**config.mk**
```make
export PLATFORM = sky130hd
export DESIGN_NAME = fsk_deviation_rx_sync_timeout
export DESIGN_NICKNAME = d
export VERILOG_FILES = /design/src/logic/fsk_dev_pkg.sv /design/src/logic/fsk_deviation_rx_sync_timeout.sv /design/src/logic/rx_timeout_timer.sv
export VERILOG_INCLUDE_DIRS = /design/src /design/src/logic
export SDC_FILE = /design/constraint.sdc
export NUM_CORES = 1
export LEC_CHECK = 0
export ABC_AREA = 0
export BUFFER_PORTS_ARGS = -buffer_cell sky130_fd_sc_hd__buf_2
export CAP_MARGIN = 10
export CORE_ASPECT_RATIO = 1.75
export CORE_MARGIN = 4
export CORE_UTILIZATION = 30
export DETAILED_ROUTE_END_ITERATION = 10
export HOLD_SLACK_MARGIN = 0.1
export PLACE_DENSITY_LB_ADDON = 0.3
export SYNTH_ARGS = -nofsm -noshare
export SYNTH_HDL_FRONTEND = slang
export SYNTH_SLANG_ARGS = --single-unit
```
**constraint.sdc**
```tcl
create_clock -name I_CLK -period 25.4 [get_ports I_CLK]
set_input_delay 2.54 -clock I_CLK [delete_from_list [all_inputs] [get_ports I_CLK]]
set_output_delay 2.54 -clock I_CLK [all_outputs]
set_load 0.02 [all_outputs]
```
**src/logic/fsk_dev_regs.svh**
```systemverilog
`ifndef FSK_DEV_REGS_SVH
`define FSK_DEV_REGS_SVH

// Register indices; byte address is four times the index
`define FDS_IDX          16'hDF11
`define RTC_IDX          16'hDF12
`define CTL_IDX          16'hDF40
`define EVP_IDX          16'hDF41
`define STA_IDX          16'hDF42

// Deviation register fields and reset
`define FDS_EXP_MSB      6
`define FDS_EXP_LSB      4
`define FDS_MANT_MSB     2
`define FDS_MANT_LSB     0
`define FDS_EXP_RST      3'h4
`define FDS_MANT_RST     3'h7

// Receive-timeout register fields and reset
`define RTC_CS_BIT       4
`define RTC_QUAL_BIT     3
`define RTC_CODE_MSB     2
`define RTC_CODE_LSB     0
`define RTC_RST          5'h07
`define RTC_CODE_NONE    3'h7

// Control register fields and reset, and event-period register reset
`define CTL_MSK_BIT      0
`define CTL_RES_MSB      2
`define CTL_RES_LSB      1
`define CTL_RST          3'h0
`define EVP_RST          16'h0800

// Timing
`define SYS_CLK_MHZ      125
`define REF_CLK_MHZ      26
`define REF_DIV_CYC      ((`SYS_CLK_MHZ) / (`REF_CLK_MHZ))
`define TMO_BASE_NUM     32'd375
`define TMO_BASE_SHIFT   2
`define DEV_BASE         11'h008

`endif

```
**src/logic/fsk_dev_pkg.sv**
```systemverilog
package fsk_dev_pkg;

	typedef enum logic [1:0] {
		TS_IDLE   = 2'b00,
		TS_SEARCH = 2'b01,
		TS_HOLD   = 2'b10,
		TS_DONE   = 2'b11
	} tmo_state_t;

	typedef logic [2:0]  dev_field_t;
	typedef logic [28:0] tmo_count_t;

endpackage

```
**src/logic/fsk_deviation_rx_sync_timeout.sv**
```systemverilog
// Chosen here: the APB interface to the registers.
`timescale 1ns/1ps
`include "fsk_dev_regs.svh"

module fsk_deviation_rx_sync_timeout
	import fsk_dev_pkg::*;
#(
	parameter int REF_DIV = `REF_DIV_CYC
)
(
	// Clock and reset
	input  wire logic        I_CLK,
	input  wire logic        I_RESET_N,
	// APB slave
	input  wire logic        I_PSEL,
	input  wire logic        I_PENABLE,
	input  wire logic        I_PWRITE,
	input  wire logic [17:0] I_PADDR,
	input  wire logic [31:0] I_PWDATA,
	output logic      [31:0] O_PRDATA,
	output logic             O_PREADY,
	output logic             O_PSLVERR,
	// Modem side
	input  wire logic        I_TX_ACTIVE,
	input  wire logic        I_TX_BIT,
	input  wire logic        I_RX_ACTIVE,
	input  wire logic        I_SYNC_FOUND,
	input  wire logic        I_PQT_REACHED,
	input  wire logic        I_CARRIER_SENSE,
	// Modulation controls
	output logic      [11:0] O_TX_FREQ_OFFSET,
	output logic      [3:0]  O_MSK_PHASE_EIGHTHS,
	output logic             O_MSK_PHASE_NEG,
	output logic      [10:0] O_RX_EXP_DEV,
	// Receive timeout results
	output logic             O_RX_SEARCHING,
	output logic             O_RX_STAY,
	output logic             O_RX_TIMEOUT_EXP,
	output logic             O_RX_TERMINATE
);

	// Deviation magnitude in units of fref / 2^17
	function automatic logic [10:0] dev_mag(input dev_field_t mant, input dev_field_t expo);
		return (`DEV_BASE + 11'(mant)) << expo;
	endfunction

	function automatic logic addr_hit(input logic [17:0] addr, input logic [15:0] idx);
		return addr == {idx, 2'b00};
	endfunction

	dev_field_t  dev_exp_r;
	dev_field_t  dev_mant_r;
	logic [4:0]  rtc_r;
	logic [2:0]  ctl_r;
	logic [15:0] evp_r;
	logic [7:0]  div_r;
	logic        tick_r;

	// Bus decode
	wire         setup    = I_PSEL & ~I_PENABLE;
	wire         wr       = I_PSEL & I_PENABLE & O_PREADY & I_PWRITE;
	wire         hit_fds  = addr_hit(I_PADDR, `FDS_IDX);
	wire         hit_rtc  = addr_hit(I_PADDR, `RTC_IDX);
	wire         hit_ctl  = addr_hit(I_PADDR, `CTL_IDX);
	wire         hit_evp  = addr_hit(I_PADDR, `EVP_IDX);
	wire         hit_sta  = addr_hit(I_PADDR, `STA_IDX);
	wire         hit_any  = hit_fds | hit_rtc | hit_ctl | hit_evp | hit_sta;

	// Field views
	wire         msk_mode  = ctl_r[`CTL_MSK_BIT];
	wire  [1:0]  wake_res  = ctl_r[`CTL_RES_MSB:`CTL_RES_LSB];
	wire  [2:0]  tmo_code  = rtc_r[`RTC_CODE_MSB:`RTC_CODE_LSB];
	wire         tmo_qual  = rtc_r[`RTC_QUAL_BIT];
	wire         cs_term   = rtc_r[`RTC_CS_BIT];
	wire  [10:0] mag       = dev_mag(dev_mant_r, dev_exp_r);
	wire  [11:0] mag_s     = {1'b0, mag};
	wire         fsk_tx    = I_TX_ACTIVE & ~msk_mode;
	wire         msk_tx    = I_TX_ACTIVE & msk_mode;
	wire         fsk_rx    = I_RX_ACTIVE & ~msk_mode;

	// Read mux; unused bits above each field read zero
	wire  [31:0] rd_fds   = {25'h0, dev_exp_r, 1'b0, dev_mant_r};
	wire  [31:0] rd_rtc   = {27'h0, rtc_r};
	wire  [31:0] rd_ctl   = {29'h0, ctl_r};
	wire  [31:0] rd_evp   = {16'h0, evp_r};
	wire  [31:0] rd_sta   = {28'h0, O_RX_TERMINATE, O_RX_TIMEOUT_EXP, O_RX_STAY,
		O_RX_SEARCHING};
	wire  [31:0] rd_mux   = hit_fds ? rd_fds :
		hit_rtc ? rd_rtc :
		hit_ctl ? rd_ctl :
		hit_evp ? rd_evp :
		hit_sta ? rd_sta : 32'h0;

	// Modulation selections
	wire  [11:0] tx_off_nxt = !fsk_tx ? 12'h000 : (I_TX_BIT ? mag_s : 12'(-mag_s));
	wire  [3:0]  eighths    = {1'b0, dev_mant_r} + 4'h1;
	wire  [10:0] rx_dev_nxt = fsk_rx ? mag : 11'h000;

	// Zero-wait slave: data and ready registered in setup, used in access
	always_ff @(posedge I_CLK or negedge I_RESET_N) begin
		if (!I_RESET_N) begin
			O_PRDATA  <= 32'h0;
			O_PREADY  <= 1'b0;
			O_PSLVERR <= 1'b0;
		end else begin
			O_PREADY  <= setup;
			O_PSLVERR <= setup & ~hit_any;
			if (setup)
				O_PRDATA <= rd_mux;
		end
	end

	always_ff @(posedge I_CLK or negedge I_RESET_N) begin
		if (!I_RESET_N) begin
			dev_exp_r  <= `FDS_EXP_RST;
			dev_mant_r <= `FDS_MANT_RST;
		end else if (wr && hit_fds) begin
			dev_exp_r  <= I_PWDATA[`FDS_EXP_MSB:`FDS_EXP_LSB];
			dev_mant_r <= I_PWDATA[`FDS_MANT_MSB:`FDS_MANT_LSB];
		end
	end

	// Upper bits of the write data are dropped
	always_ff @(posedge I_CLK or negedge I_RESET_N) begin
		if (!I_RESET_N)
			rtc_r <= `RTC_RST;
		else if (wr && hit_rtc)
			rtc_r <= I_PWDATA[4:0];
	end

	always_ff @(posedge I_CLK or negedge I_RESET_N) begin
		if (!I_RESET_N) begin
			ctl_r <= `CTL_RST;
			evp_r <= `EVP_RST;
		end else begin
			if (wr && hit_ctl)
				ctl_r <= I_PWDATA[2:0];
			if (wr && hit_evp)
				evp_r <= I_PWDATA[15:0];
		end
	end

	// Reference-period tick; integer divide, so timeouts run slightly short
	always_ff @(posedge I_CLK or negedge I_RESET_N) begin
		if (!I_RESET_N) begin
			div_r  <= 8'h00;
			tick_r <= 1'b0;
		end else begin
			tick_r <= (div_r == 8'(REF_DIV - 1));
			div_r  <= (div_r == 8'(REF_DIV - 1)) ? 8'h00 : div_r + 8'h01;
		end
	end

	always_ff @(posedge I_CLK or negedge I_RESET_N) begin
		if (!I_RESET_N) begin
			O_TX_FREQ_OFFSET    <= 12'h000;
			O_MSK_PHASE_EIGHTHS <= 4'h0;
			O_MSK_PHASE_NEG     <= 1'b0;
			O_RX_EXP_DEV        <= 11'h000;
		end else begin
			O_TX_FREQ_OFFSET    <= tx_off_nxt;
			O_MSK_PHASE_EIGHTHS <= msk_tx ? eighths : 4'h0;
			O_MSK_PHASE_NEG     <= msk_tx & I_TX_BIT;
			O_RX_EXP_DEV        <= rx_dev_nxt;
		end
	end

	rx_timeout_timer u_timer (
		.i_clk           (I_CLK),
		.i_reset_n       (I_RESET_N),
		.i_tick          (tick_r),
		.i_rx_active     (I_RX_ACTIVE),
		.i_sync_found    (I_SYNC_FOUND),
		.i_pqt_reached   (I_PQT_REACHED),
		.i_carrier_sense (I_CARRIER_SENSE),
		.i_timeout_code  (tmo_code),
		.i_qual          (tmo_qual),
		.i_cs_term       (cs_term),
		.i_wake_res      (wake_res),
		.i_event_period  (evp_r),
		.o_searching     (O_RX_SEARCHING),
		.o_stay          (O_RX_STAY),
		.o_expired       (O_RX_TIMEOUT_EXP),
		.o_terminate     (O_RX_TERMINATE)
	);

	property p_tx_one_positive;
		@(posedge I_CLK) disable iff (!I_RESET_N)
		fsk_tx && I_TX_BIT |=> O_TX_FREQ_OFFSET == {1'b0, $past(mag)};
	endproperty
	a_tx_one_positive: assert property (p_tx_one_positive)
		else $error("one bit not shifted up by deviation");

	property p_tx_zero_negative;
		@(posedge I_CLK) disable iff (!I_RESET_N)
		fsk_tx && !I_TX_BIT |=> O_TX_FREQ_OFFSET + {1'b0, $past(mag)} == 12'h000;
	endproperty
	a_tx_zero_negative: assert property (p_tx_zero_negative)
		else $error("zero bit not shifted down by deviation");

	property p_msk_fraction;
		@(posedge I_CLK) disable iff (!I_RESET_N)
		msk_tx |=> O_MSK_PHASE_EIGHTHS == {1'b0, $past(dev_mant_r)} + 4'h1
			&& O_MSK_PHASE_NEG == $past(I_TX_BIT) && O_TX_FREQ_OFFSET == 12'h000;
	endproperty
	a_msk_fraction: assert property (p_msk_fraction)
		else $error("wrong phase-change fraction in MSK");

	property p_rx_expected;
		@(posedge I_CLK) disable iff (!I_RESET_N)
		fsk_rx |=> O_RX_EXP_DEV == $past(mag);
	endproperty
	a_rx_expected: assert property (p_rx_expected)
		else $error("expected deviation not presented");

	property p_rx_msk_ignored;
		@(posedge I_CLK) disable iff (!I_RESET_N)
		I_RX_ACTIVE && msk_mode |=> O_RX_EXP_DEV == 11'h000;
	endproperty
	a_rx_msk_ignored: assert property (p_rx_msk_ignored)
		else $error("deviation leaked into MSK receive");

	property p_rtc_upper_zero;
		@(posedge I_CLK) disable iff (!I_RESET_N)
		setup && hit_rtc |=> O_PRDATA[31:5] == 27'h0 && O_PREADY;
	endproperty
	a_rtc_upper_zero: assert property (p_rtc_upper_zero)
		else $error("unused timeout bits read nonzero");

	property p_exp_readback;
		@(posedge I_CLK) disable iff (!I_RESET_N)
		setup && hit_fds |=> O_PRDATA[6:4] == $past(dev_exp_r) && O_PRDATA[7] == 1'b0;
	endproperty
	a_exp_readback: assert property (p_exp_readback)
		else $error("deviation exponent readback wrong");

	property p_ready_one_cycle;
		@(posedge I_CLK) disable iff (!I_RESET_N)
		O_PREADY |=> !O_PREADY;
	endproperty
	a_ready_one_cycle: assert property (p_ready_one_cycle)
		else $error("ready held longer than one cycle");

	property p_unmapped_err;
		@(posedge I_CLK) disable iff (!I_RESET_N)
		setup && !hit_any |=> O_PSLVERR && O_PRDATA == 32'h0;
	endproperty
	a_unmapped_err: assert property (p_unmapped_err)
		else $error("unmapped access not refused");

	property p_rtc_write;
		@(posedge I_CLK) disable iff (!I_RESET_N)
		wr && hit_rtc |=> {27'h0, rtc_r} == ($past(I_PWDATA) & 32'h0000001F);
	endproperty
	a_rtc_write: assert property (p_rtc_write)
		else $error("timeout register write not masked to its fields");

	property p_rtc_hold;
		@(posedge I_CLK) disable iff (!I_RESET_N)
		!(wr && hit_rtc) |=> $stable(rtc_r);
	endproperty
	a_rtc_hold: assert property (p_rtc_hold)
		else $error("timeout register changed without a write");

	property p_fds_write;
		@(posedge I_CLK) disable iff (!I_RESET_N)
		wr && hit_fds |=> {25'h0, dev_exp_r, 1'b0, dev_mant_r} == ($past(I_PWDATA) & 32'h00000077);
	endproperty
	a_fds_write: assert property (p_fds_write)
		else $error("deviation register write wrong");

	property p_fds_hold;
		@(posedge I_CLK) disable iff (!I_RESET_N)
		!(wr && hit_fds) |=> $stable(dev_exp_r) && $stable(dev_mant_r);
	endproperty
	a_fds_hold: assert property (p_fds_hold)
		else $error("deviation register changed without a write");

	property p_idle_offset;
		@(posedge I_CLK) disable iff (!I_RESET_N)
		!I_TX_ACTIVE |=> O_TX_FREQ_OFFSET == 12'h000 && O_MSK_PHASE_EIGHTHS == 4'h0;
	endproperty
	a_idle_offset: assert property (p_idle_offset)
		else $error("modulation shown while not transmitting");

	property p_rx_idle_zero;
		@(posedge I_CLK) disable iff (!I_RESET_N)
		!I_RX_ACTIVE |=> O_RX_EXP_DEV == 11'h000;
	endproperty
	a_rx_idle_zero: assert property (p_rx_idle_zero)
		else $error("expected deviation shown while not receiving");

	c_fsk_tx:  cover property (@(posedge I_CLK) disable iff (!I_RESET_N) fsk_tx && I_TX_BIT);
	c_msk_tx:  cover property (@(posedge I_CLK) disable iff (!I_RESET_N) msk_tx);
	c_rtc_wr:  cover property (@(posedge I_CLK) disable iff (!I_RESET_N) wr && hit_rtc);

endmodule

```
**src/logic/rx_timeout_timer.sv**
```systemverilog
`timescale 1ns/1ps
`include "fsk_dev_regs.svh"

module rx_timeout_timer
	import fsk_dev_pkg::*;
(
	// Clock and reset
	input  wire logic        i_clk,
	input  wire logic        i_reset_n,
	// Reference tick and radio status
	input  wire logic        i_tick,
	input  wire logic        i_rx_active,
	input  wire logic        i_sync_found,
	input  wire logic        i_pqt_reached,
	input  wire logic        i_carrier_sense,
	// Configuration
	input  wire logic [2:0]  i_timeout_code,
	input  wire logic        i_qual,
	input  wire logic        i_cs_term,
	input  wire logic [1:0]  i_wake_res,
	input  wire logic [15:0] i_event_period,
	// Results
	output logic             o_searching,
	output logic             o_stay,
	output logic             o_expired,
	output logic             o_terminate
);

	// Reference periods: event * 375 * (1 + 4 * res) / 2^(code + 2)
	function automatic tmo_count_t tmo_target(input logic [15:0] ev, input logic [1:0] res,
		input logic [2:0] code);
		logic [31:0] prod;
		prod = 32'(ev) * `TMO_BASE_NUM * (32'd1 + 32'd4 * 32'(res));
		return tmo_count_t'(prod >> (32'(code) + `TMO_BASE_SHIFT));
	endfunction

	tmo_state_t  state_r;
	tmo_state_t  state_nxt;
	tmo_count_t  cnt_r;
	logic        rx_d_r;

	wire         rx_start  = i_rx_active & ~rx_d_r;
	wire tmo_count_t target = tmo_target(i_event_period, i_wake_res, i_timeout_code);
	wire         no_tmo    = (i_timeout_code == `RTC_CODE_NONE);
	// Code 111 blocks expiry even if written while a search is running
	wire         hit       = i_tick & ~no_tmo & (cnt_r >= target);
	wire         stay_cond = i_sync_found | (i_qual & i_pqt_reached);
	wire         cs_drop   = i_tick & i_cs_term & ~i_carrier_sense;
	wire         in_search = (state_r == TS_SEARCH);

	always_comb begin
		state_nxt = state_r;
		case (state_r)
			TS_IDLE: begin
				if (rx_start)
					state_nxt = no_tmo ? TS_HOLD : TS_SEARCH;
			end
			TS_SEARCH: begin
				if (hit)
					state_nxt = stay_cond ? TS_HOLD : TS_DONE;
				else if (cs_drop)
					state_nxt = TS_DONE;
			end
			TS_HOLD, TS_DONE: begin
				state_nxt = state_r;
			end
			default: state_nxt = TS_IDLE;
		endcase
		if (!i_rx_active)
			state_nxt = TS_IDLE;
	end

	always_ff @(posedge i_clk or negedge i_reset_n) begin
		if (!i_reset_n) begin
			state_r     <= TS_IDLE;
			cnt_r       <= '0;
			rx_d_r      <= 1'b0;
			o_searching <= 1'b0;
			o_stay      <= 1'b0;
			o_expired   <= 1'b0;
			o_terminate <= 1'b0;
		end else begin
			state_r     <= state_nxt;
			rx_d_r      <= i_rx_active;
			cnt_r       <= (in_search && i_tick) ? cnt_r + 29'h1 : (in_search ? cnt_r : '0);
			o_searching <= (state_nxt == TS_SEARCH);
			o_stay      <= (state_nxt == TS_HOLD);
			o_expired   <= in_search & hit & i_rx_active;
			o_terminate <= in_search & i_rx_active & (state_nxt == TS_DONE);
		end
	end

	property p_no_expiry_when_disabled;
		@(posedge i_clk) disable iff (!i_reset_n)
		(in_search || i_rx_active) && no_tmo |=> !o_expired;
	endproperty
	a_no_expiry_when_disabled: assert property (p_no_expiry_when_disabled)
		else $error("timeout expired with timeout disabled");

	property p_expiry_stays;
		@(posedge i_clk) disable iff (!i_reset_n)
		in_search && i_rx_active && hit && stay_cond |=> o_stay && !o_terminate;
	endproperty
	a_expiry_stays: assert property (p_expiry_stays)
		else $error("receive did not stay after qualified expiry");

	property p_expiry_ends;
		@(posedge i_clk) disable iff (!i_reset_n)
		in_search && i_rx_active && hit && !stay_cond |=> o_terminate ##1 !o_terminate;
	endproperty
	a_expiry_ends: assert property (p_expiry_ends)
		else $error("receive not ended by unqualified expiry");

	property p_cs_ends;
		@(posedge i_clk) disable iff (!i_reset_n)
		in_search && i_rx_active && !hit && cs_drop |=> o_terminate && !o_searching;
	endproperty
	a_cs_ends: assert property (p_cs_ends)
		else $error("carrier sense loss did not end receive");

	property p_no_early_expiry;
		@(posedge i_clk) disable iff (!i_reset_n)
		o_expired |-> $past(cnt_r) >= $past(target);
	endproperty
	a_no_early_expiry: assert property (p_no_early_expiry)
		else $error("timeout expired before its count");

	c_expire_stay: cover property (@(posedge i_clk) disable iff (!i_reset_n) o_expired && o_stay);
	c_expire_end:  cover property (@(posedge i_clk) disable iff (!i_reset_n) o_expired && o_terminate);

endmodule

```
Yosys cells after proc, flatten, opt, wreduce, memory -nomap -nowiden
Cells that the tools add are included.
W data, S select, Z words.
- flip-flop bits (word level): 137
- input port bits: 61
- output and inout bits: 66
- add/subtract/negate cells: 7
- multipliers: 2
- $lt $le $gt $ge: 1
- eq/ne operators: 14
- shift operators: 2
- multiplexer cells: 19
- bitwise operators: 30
- reduce and logical (&&, ||, !) cells: 7
- operator list (operator ; count):
    $eq A18 B18 Y1 const B ; 5
    $mux W16 ; 4
    $mux W29 ; 2
    $mul A25 B32 Y32 ; 1
    $shr A32 B32 Y29 ; 1
    $add A29 B1 Y29 const B ; 1
    $ge A29 B29 Y1 ; 1
    $mul A16 B9 Y25 const B ; 1
    $mux W12 ; 2
    $and A1 B1 Y1 ; 19
    $neg A11 Y12 ; 1
    $mux W11 ; 1
    $shl A5 B3 Y11 ; 1
    $mux W2 ; 5
    $add A8 B1 Y8 const B ; 1
    $eq A2 B2 Y1 const B ; 4
    $eq A8 B2 Y1 const B ; 1
    $mux W4 ; 2
    $mux W8 ; 1
    $not A1 Y1 ; 6
    $pmux W2 S3 ; 1
    $add A1 B4 Y5 const A ; 1
    $add A4 B3 Y5 const A ; 1
    $logic_and A1 B1 Y1 ; 5
    9 further kinds ; 14

Longest topological paths before layout
- depth in word-level cells: 10
- mapped depth: 43
- mapped depth without buffers: 42

By module
Synthesis repeated with hierarchy kept, for this count alone.
- cell total of the unflattened synthesis: 1525
- area, all modules: 13978.4 µm²
- modules (own cells, without submodules) (module ; instances ; cells an instance ; area each (µm²)):
    rx_timeout_timer ; 1 ; 1135 ; 9808.2
    fsk_deviation_rx_sync_timeout ; 1 ; 390 ; 4170.2

Least setup slack after synthesis
OpenSTA, ideal clock, no wires.
- path type: register to register
- start: register evp_r[10]
- end: register u_timer.o_searching
- arrival: 9.034 ns
- required time: 25.281 ns
- path slack: 16.247 ns
- cell stages (with the launch flop): 39
- buffers on the path: 1
- clock period less this slack: 9.153 ns
- cells stage by stage: dfrtp_1 fa_1 inv_1 fa_1 inv_1 fa_1 fa_1 ha_1 a21o_1 a21oi_1 o21a_1 a21boi_0 o21bai_1 a21oi_1 xnor2_1 inv_1 nor2_1 ha_1 [... 3 more ...] inv_1 ha_1 buf_2 a21oi_2 o22ai_2 a211oi_4 o22ai_2 a311oi_2 xnor2_1 mux2i_2 mux4_2 ha_1 nand4_1 a2111oi_0 nor2_1 o41ai_2 o311ai_1 and2_1
- cells in the longest elaborated chain, start to end: 9
- RTL lines (item ; RTL line ; text):
    from (decl) ; fsk_deviation_rx_sync_timeout.sv:55 ; logic [15:0] evp_r;
    from (signal assigned) ; fsk_deviation_rx_sync_timeout.sv:134 ; evp_r <= `EVP_RST;
    from (signal assigned) ; fsk_deviation_rx_sync_timeout.sv:139 ; evp_r <= I_PWDATA[15:0];
    $mul A16 B9 Y25 (no line) ; - ;
    $mul A25 B32 Y32 ; rx_timeout_timer.sv:33 ; prod = 32'(ev) * `TMO_BASE_NUM * (32'd1 + 32'd4 * 32'(res));
    $shr A32 B32 Y29 ; rx_timeout_timer.sv:34 ; return tmo_count_t'(prod >> (32'(code) + `TMO_BASE_SHIFT));
    $ge A29 B29 Y1 ; rx_timeout_timer.sv:46 ; wire hit = i_tick & ~no_tmo & (cnt_r >= target);
    $and A1 B1 Y1 ; rx_timeout_timer.sv:46 ;
    $mux W2 ; rx_timeout_timer.sv:59 ; if (hit)
    $pmux W2 S3 ; rx_timeout_timer.sv:53 ; case (state_r)
    $mux W2 ; rx_timeout_timer.sv:69 ; if (!i_rx_active)
    $eq A2 B1 Y1 ; rx_timeout_timer.sv:86 ; o_searching <= (state_nxt == TS_SEARCH);
    to (signal assigned) ; rx_timeout_timer.sv:86 ;
    to (decl) ; rx_timeout_timer.sv:23 ; output logic o_searching,
No other way between the ends.
A chain may end at the register's enable or synchronous reset.

Worst setup path in the final report
- start: register evp_r[6]
- end: register u_timer.o_searching
Same word-level chain as after synthesis.

==> metrics.txt <==
status finished, final reports clean; HPWL after DPL 27000 um; Ys Warns 0; drt pass-1 iters 4; share of cells above drive strength 1 0.145; Data required, critical path 25720 ps; Setup Skew 9.04 ps; worst vdd ir 0.0000367 V; Internal 0.000350 W; Sw Share 0.247; period utilization 0.409; FF-to-FF path depth 37; syn_area_per_cell 9.38 sq um; worst-margin pin slew 895 ps; reg2reg setup slack 15000 ps; GR Overflow Total 0; Post-synth EDFFs 0; Remaining DRCs 0; RSZ-0062 raised after global routing no; switching power 0.000115 W; Critical Path End Type flop; CORE AREA 0.0437 sq mm; power share of the clock group 0.521; share of the synthesized area in the top cell type 0.212; Post-Synth XOR/XNOR Area 0.0518; sequential share of the synthesized area 0.228; post_cts resized 0; pin count of the biggest net entering global routing 71; worst hold stages 2; die area 0.0480 sq mm; Setup TNS Final 0 ps; CTS Hold Bufs 0; hold crit path type flop to flop; largest family of logic cells by synthesized area adder cells; Reg power frac 0.426; Slew Viols, Final 0; WL/cell 15.4 um; Ports 127; Slowest-stage cell, CP fa_1; cells after synthesis 1421; hold path endpoint O_PRDATA[15]; initial antenna violation count 0; vias in the first global route 10600; port bufs 94; Inst Count DP 2040; mux contribution to synthesized area 0.0769; Finished Layout Cells 2072; post-CTS setup buffers 0; root buffer cell clkbuf_16; WS Path Type flop to flop; Max clock buf depth 2; Num CTS Buffers 17; RR Endpoint u_timer.o_searching; CTS tree done; area leader, netlist dfrtp_1; ys async rst share 1.00; Primary FF master, synth dfrtp_1; Final Hold Viols 0; Cell Pwr Density 31.2 mW/mm^2; Slew HR 0.403; Mapped Area 0.0133 sq mm; Rows 101; vias per cell 4.87; filler instances 4590; Post-Place Setup Slack 14860 ps; number of distinct library cells after synthesis 89; htree depth 4; commonest non-fill, non-tap cell in the layout ha_1; Final ANT Viol Nets 0; Synth Area in Simple Gates 0.148; gp weighted congestion 0.821; Clock transition at path regs 60 ps; Final #Nets 1825; complex-gate fraction of the synthesized area 0.116; post-route setup slack 15000 ps; max cap viols 0; vias after detailed routing 10100; DR iter-0 viols 300; Critical Path Source Type flop; die width 167 um; TritonCTS sink count 121; Critical Path AT 10710 ps; Initial Util 0.305; P&R area growth vs syn 11.7%; LEAKAGE 7.69 nW; Final setup violation count 0; Area contributors post-synth dfrtp_1, ha_1, fa_1, inv_1, mux2i_1; crit path time final 10400 ps; Max Fclk 0.0962 GHz; combinational share of power 0.053; final WL 31800 um; Die Y 287 um; Crit path largest cell delay 610 ps; post-layout util 0.340; critical path fanouts, max 9; Synth Area in Adders 0.305; #FFs+latches synth 121; first-pass GRT wire length 52500 um; Clock Latency Late Sink 430 ps; Total Power 0.000464 W; ANT cells 0; launch point of the worst reg-to-reg path evp_r[6]; Worst Min Path Start O_PRDATA[15]; most frequent cells in the layout ha_1, inv_1, nor2_1; gr usage total 0.133
[kinds of logic (layout without fill, tap and decap cells)]
kind of cell,after synthesis,after routing
AO/OA/AOI/OAI,217,217
XOR/XNOR,78,78
adder cells (fa/ha/maj),271,271
buffers and inverters,240,310
flip-flops,121,121
multiplexers,94,94
other,1,16
AND/OR/NAND/NOR,399,399
[cell usage after synthesis, types with 36 or more instances]
library cell	number
fa_1	90
xor2_1	41
inv_1	177
ha_1	181
xnor2_1	36
nor2_1	143
mux2i_1	55
nand3_1	44
dfrtp_1	113
nand2_1	77
a21oi_1	61
[power by group through the flow]
stage / Combinational [W] / Sequential (W) / Clock, W
2_1_floorplan: 0.0000111 / 0.000204 / 0
3_3_place_gp: 0.0000253 / 0.000201 / 0
3_5_place_dp: 0.0000256 / 0.000201 / 0
4_1_cts: 0.0000256 / 0.000198 / 0.000248
5_1_grt: 0.0000276 / 0.000198 / 0.000258
6_report: 0.0000248 / 0.000198 / 0.000242
[worst max-delay path by stage]
stage,from,to,slack [ps],cells past startpoint
6_report,evp_r[6],u_timer.o_searching,15000,37
5_1_grt,evp_r[6],u_timer.o_searching,14180,41
4_1_cts,evp_r[6],u_timer.o_searching,14850,37
3_5_place_dp,evp_r[6],u_timer.o_searching,14860,37
3_3_place_gp,evp_r[6],u_timer.o_searching,14940,37
2_1_floorplan,evp_r[10],u_timer.o_searching,16250,38
[worst max-delay path: cells and delay by family, from the launching register on]
family	cells	cell delay (ps)
xor gates and xnor gates	2	560
adders and majority gates	10	4090
and+or+nand+nor	6	1070
muxes	2	640
DFF	1	580
AOI/OAI and AO/OA	13	3130
buffers and inverters	4	200
[stage by stage]
step	cell area, sq um	hold WS (ps)
after floorplan	13400	438
after global placement	14300	451
after detailed placement	14300	452
after CTS	14900	465
after global routing	14900	486
final	14900	462
[area by class of cell]
cell class / instances / area, sq um / area share
tap: 566 / 708 / 0.0476
sequential: 121 / 3040 / 0.204
timing repair buffer: 99 / 510 / 0.0343
clock inverter: 14 / 164 / 0.0110
multi-input combinational: 1075 / 9360 / 0.629
inverter: 179 / 672 / 0.0452
clock buffer: 18 / 429 / 0.0288
[state kept, by name, summed over array words and instances (netlist names)]
signal and count:
u_timer.o_terminate 1, O_TX_FREQ_OFFSET 12, evp_r 16, O_MSK_PHASE_NEG 1, O_PRDATA 16, div_r 8
O_MSK_PHASE_EIGHTHS 4, rtc_r 5, u_timer.cnt_r 29, u_timer.o_searching 1, O_RX_EXP_DEV 11, u_timer.o_stay 1
u_timer.state_r 2, dev_exp_r 3, O_PREADY 1, ctl_r 3, tick_r 1, O_PSLVERR 1
u_timer.o_expired 1, dev_mant_r 3, u_timer.rx_d_r 1
[per-layer routing]
metal,up-vias,share of wire,GRT usage
li1,4958,-,-
met1,4958,0.34,0.127
met2,124,0.60,0.278
met3,59,0.021,0.0171
met4,0,0.035,0.0514
met5,-,0,0
Note: power is estimated with default switching activity, not from simulation.
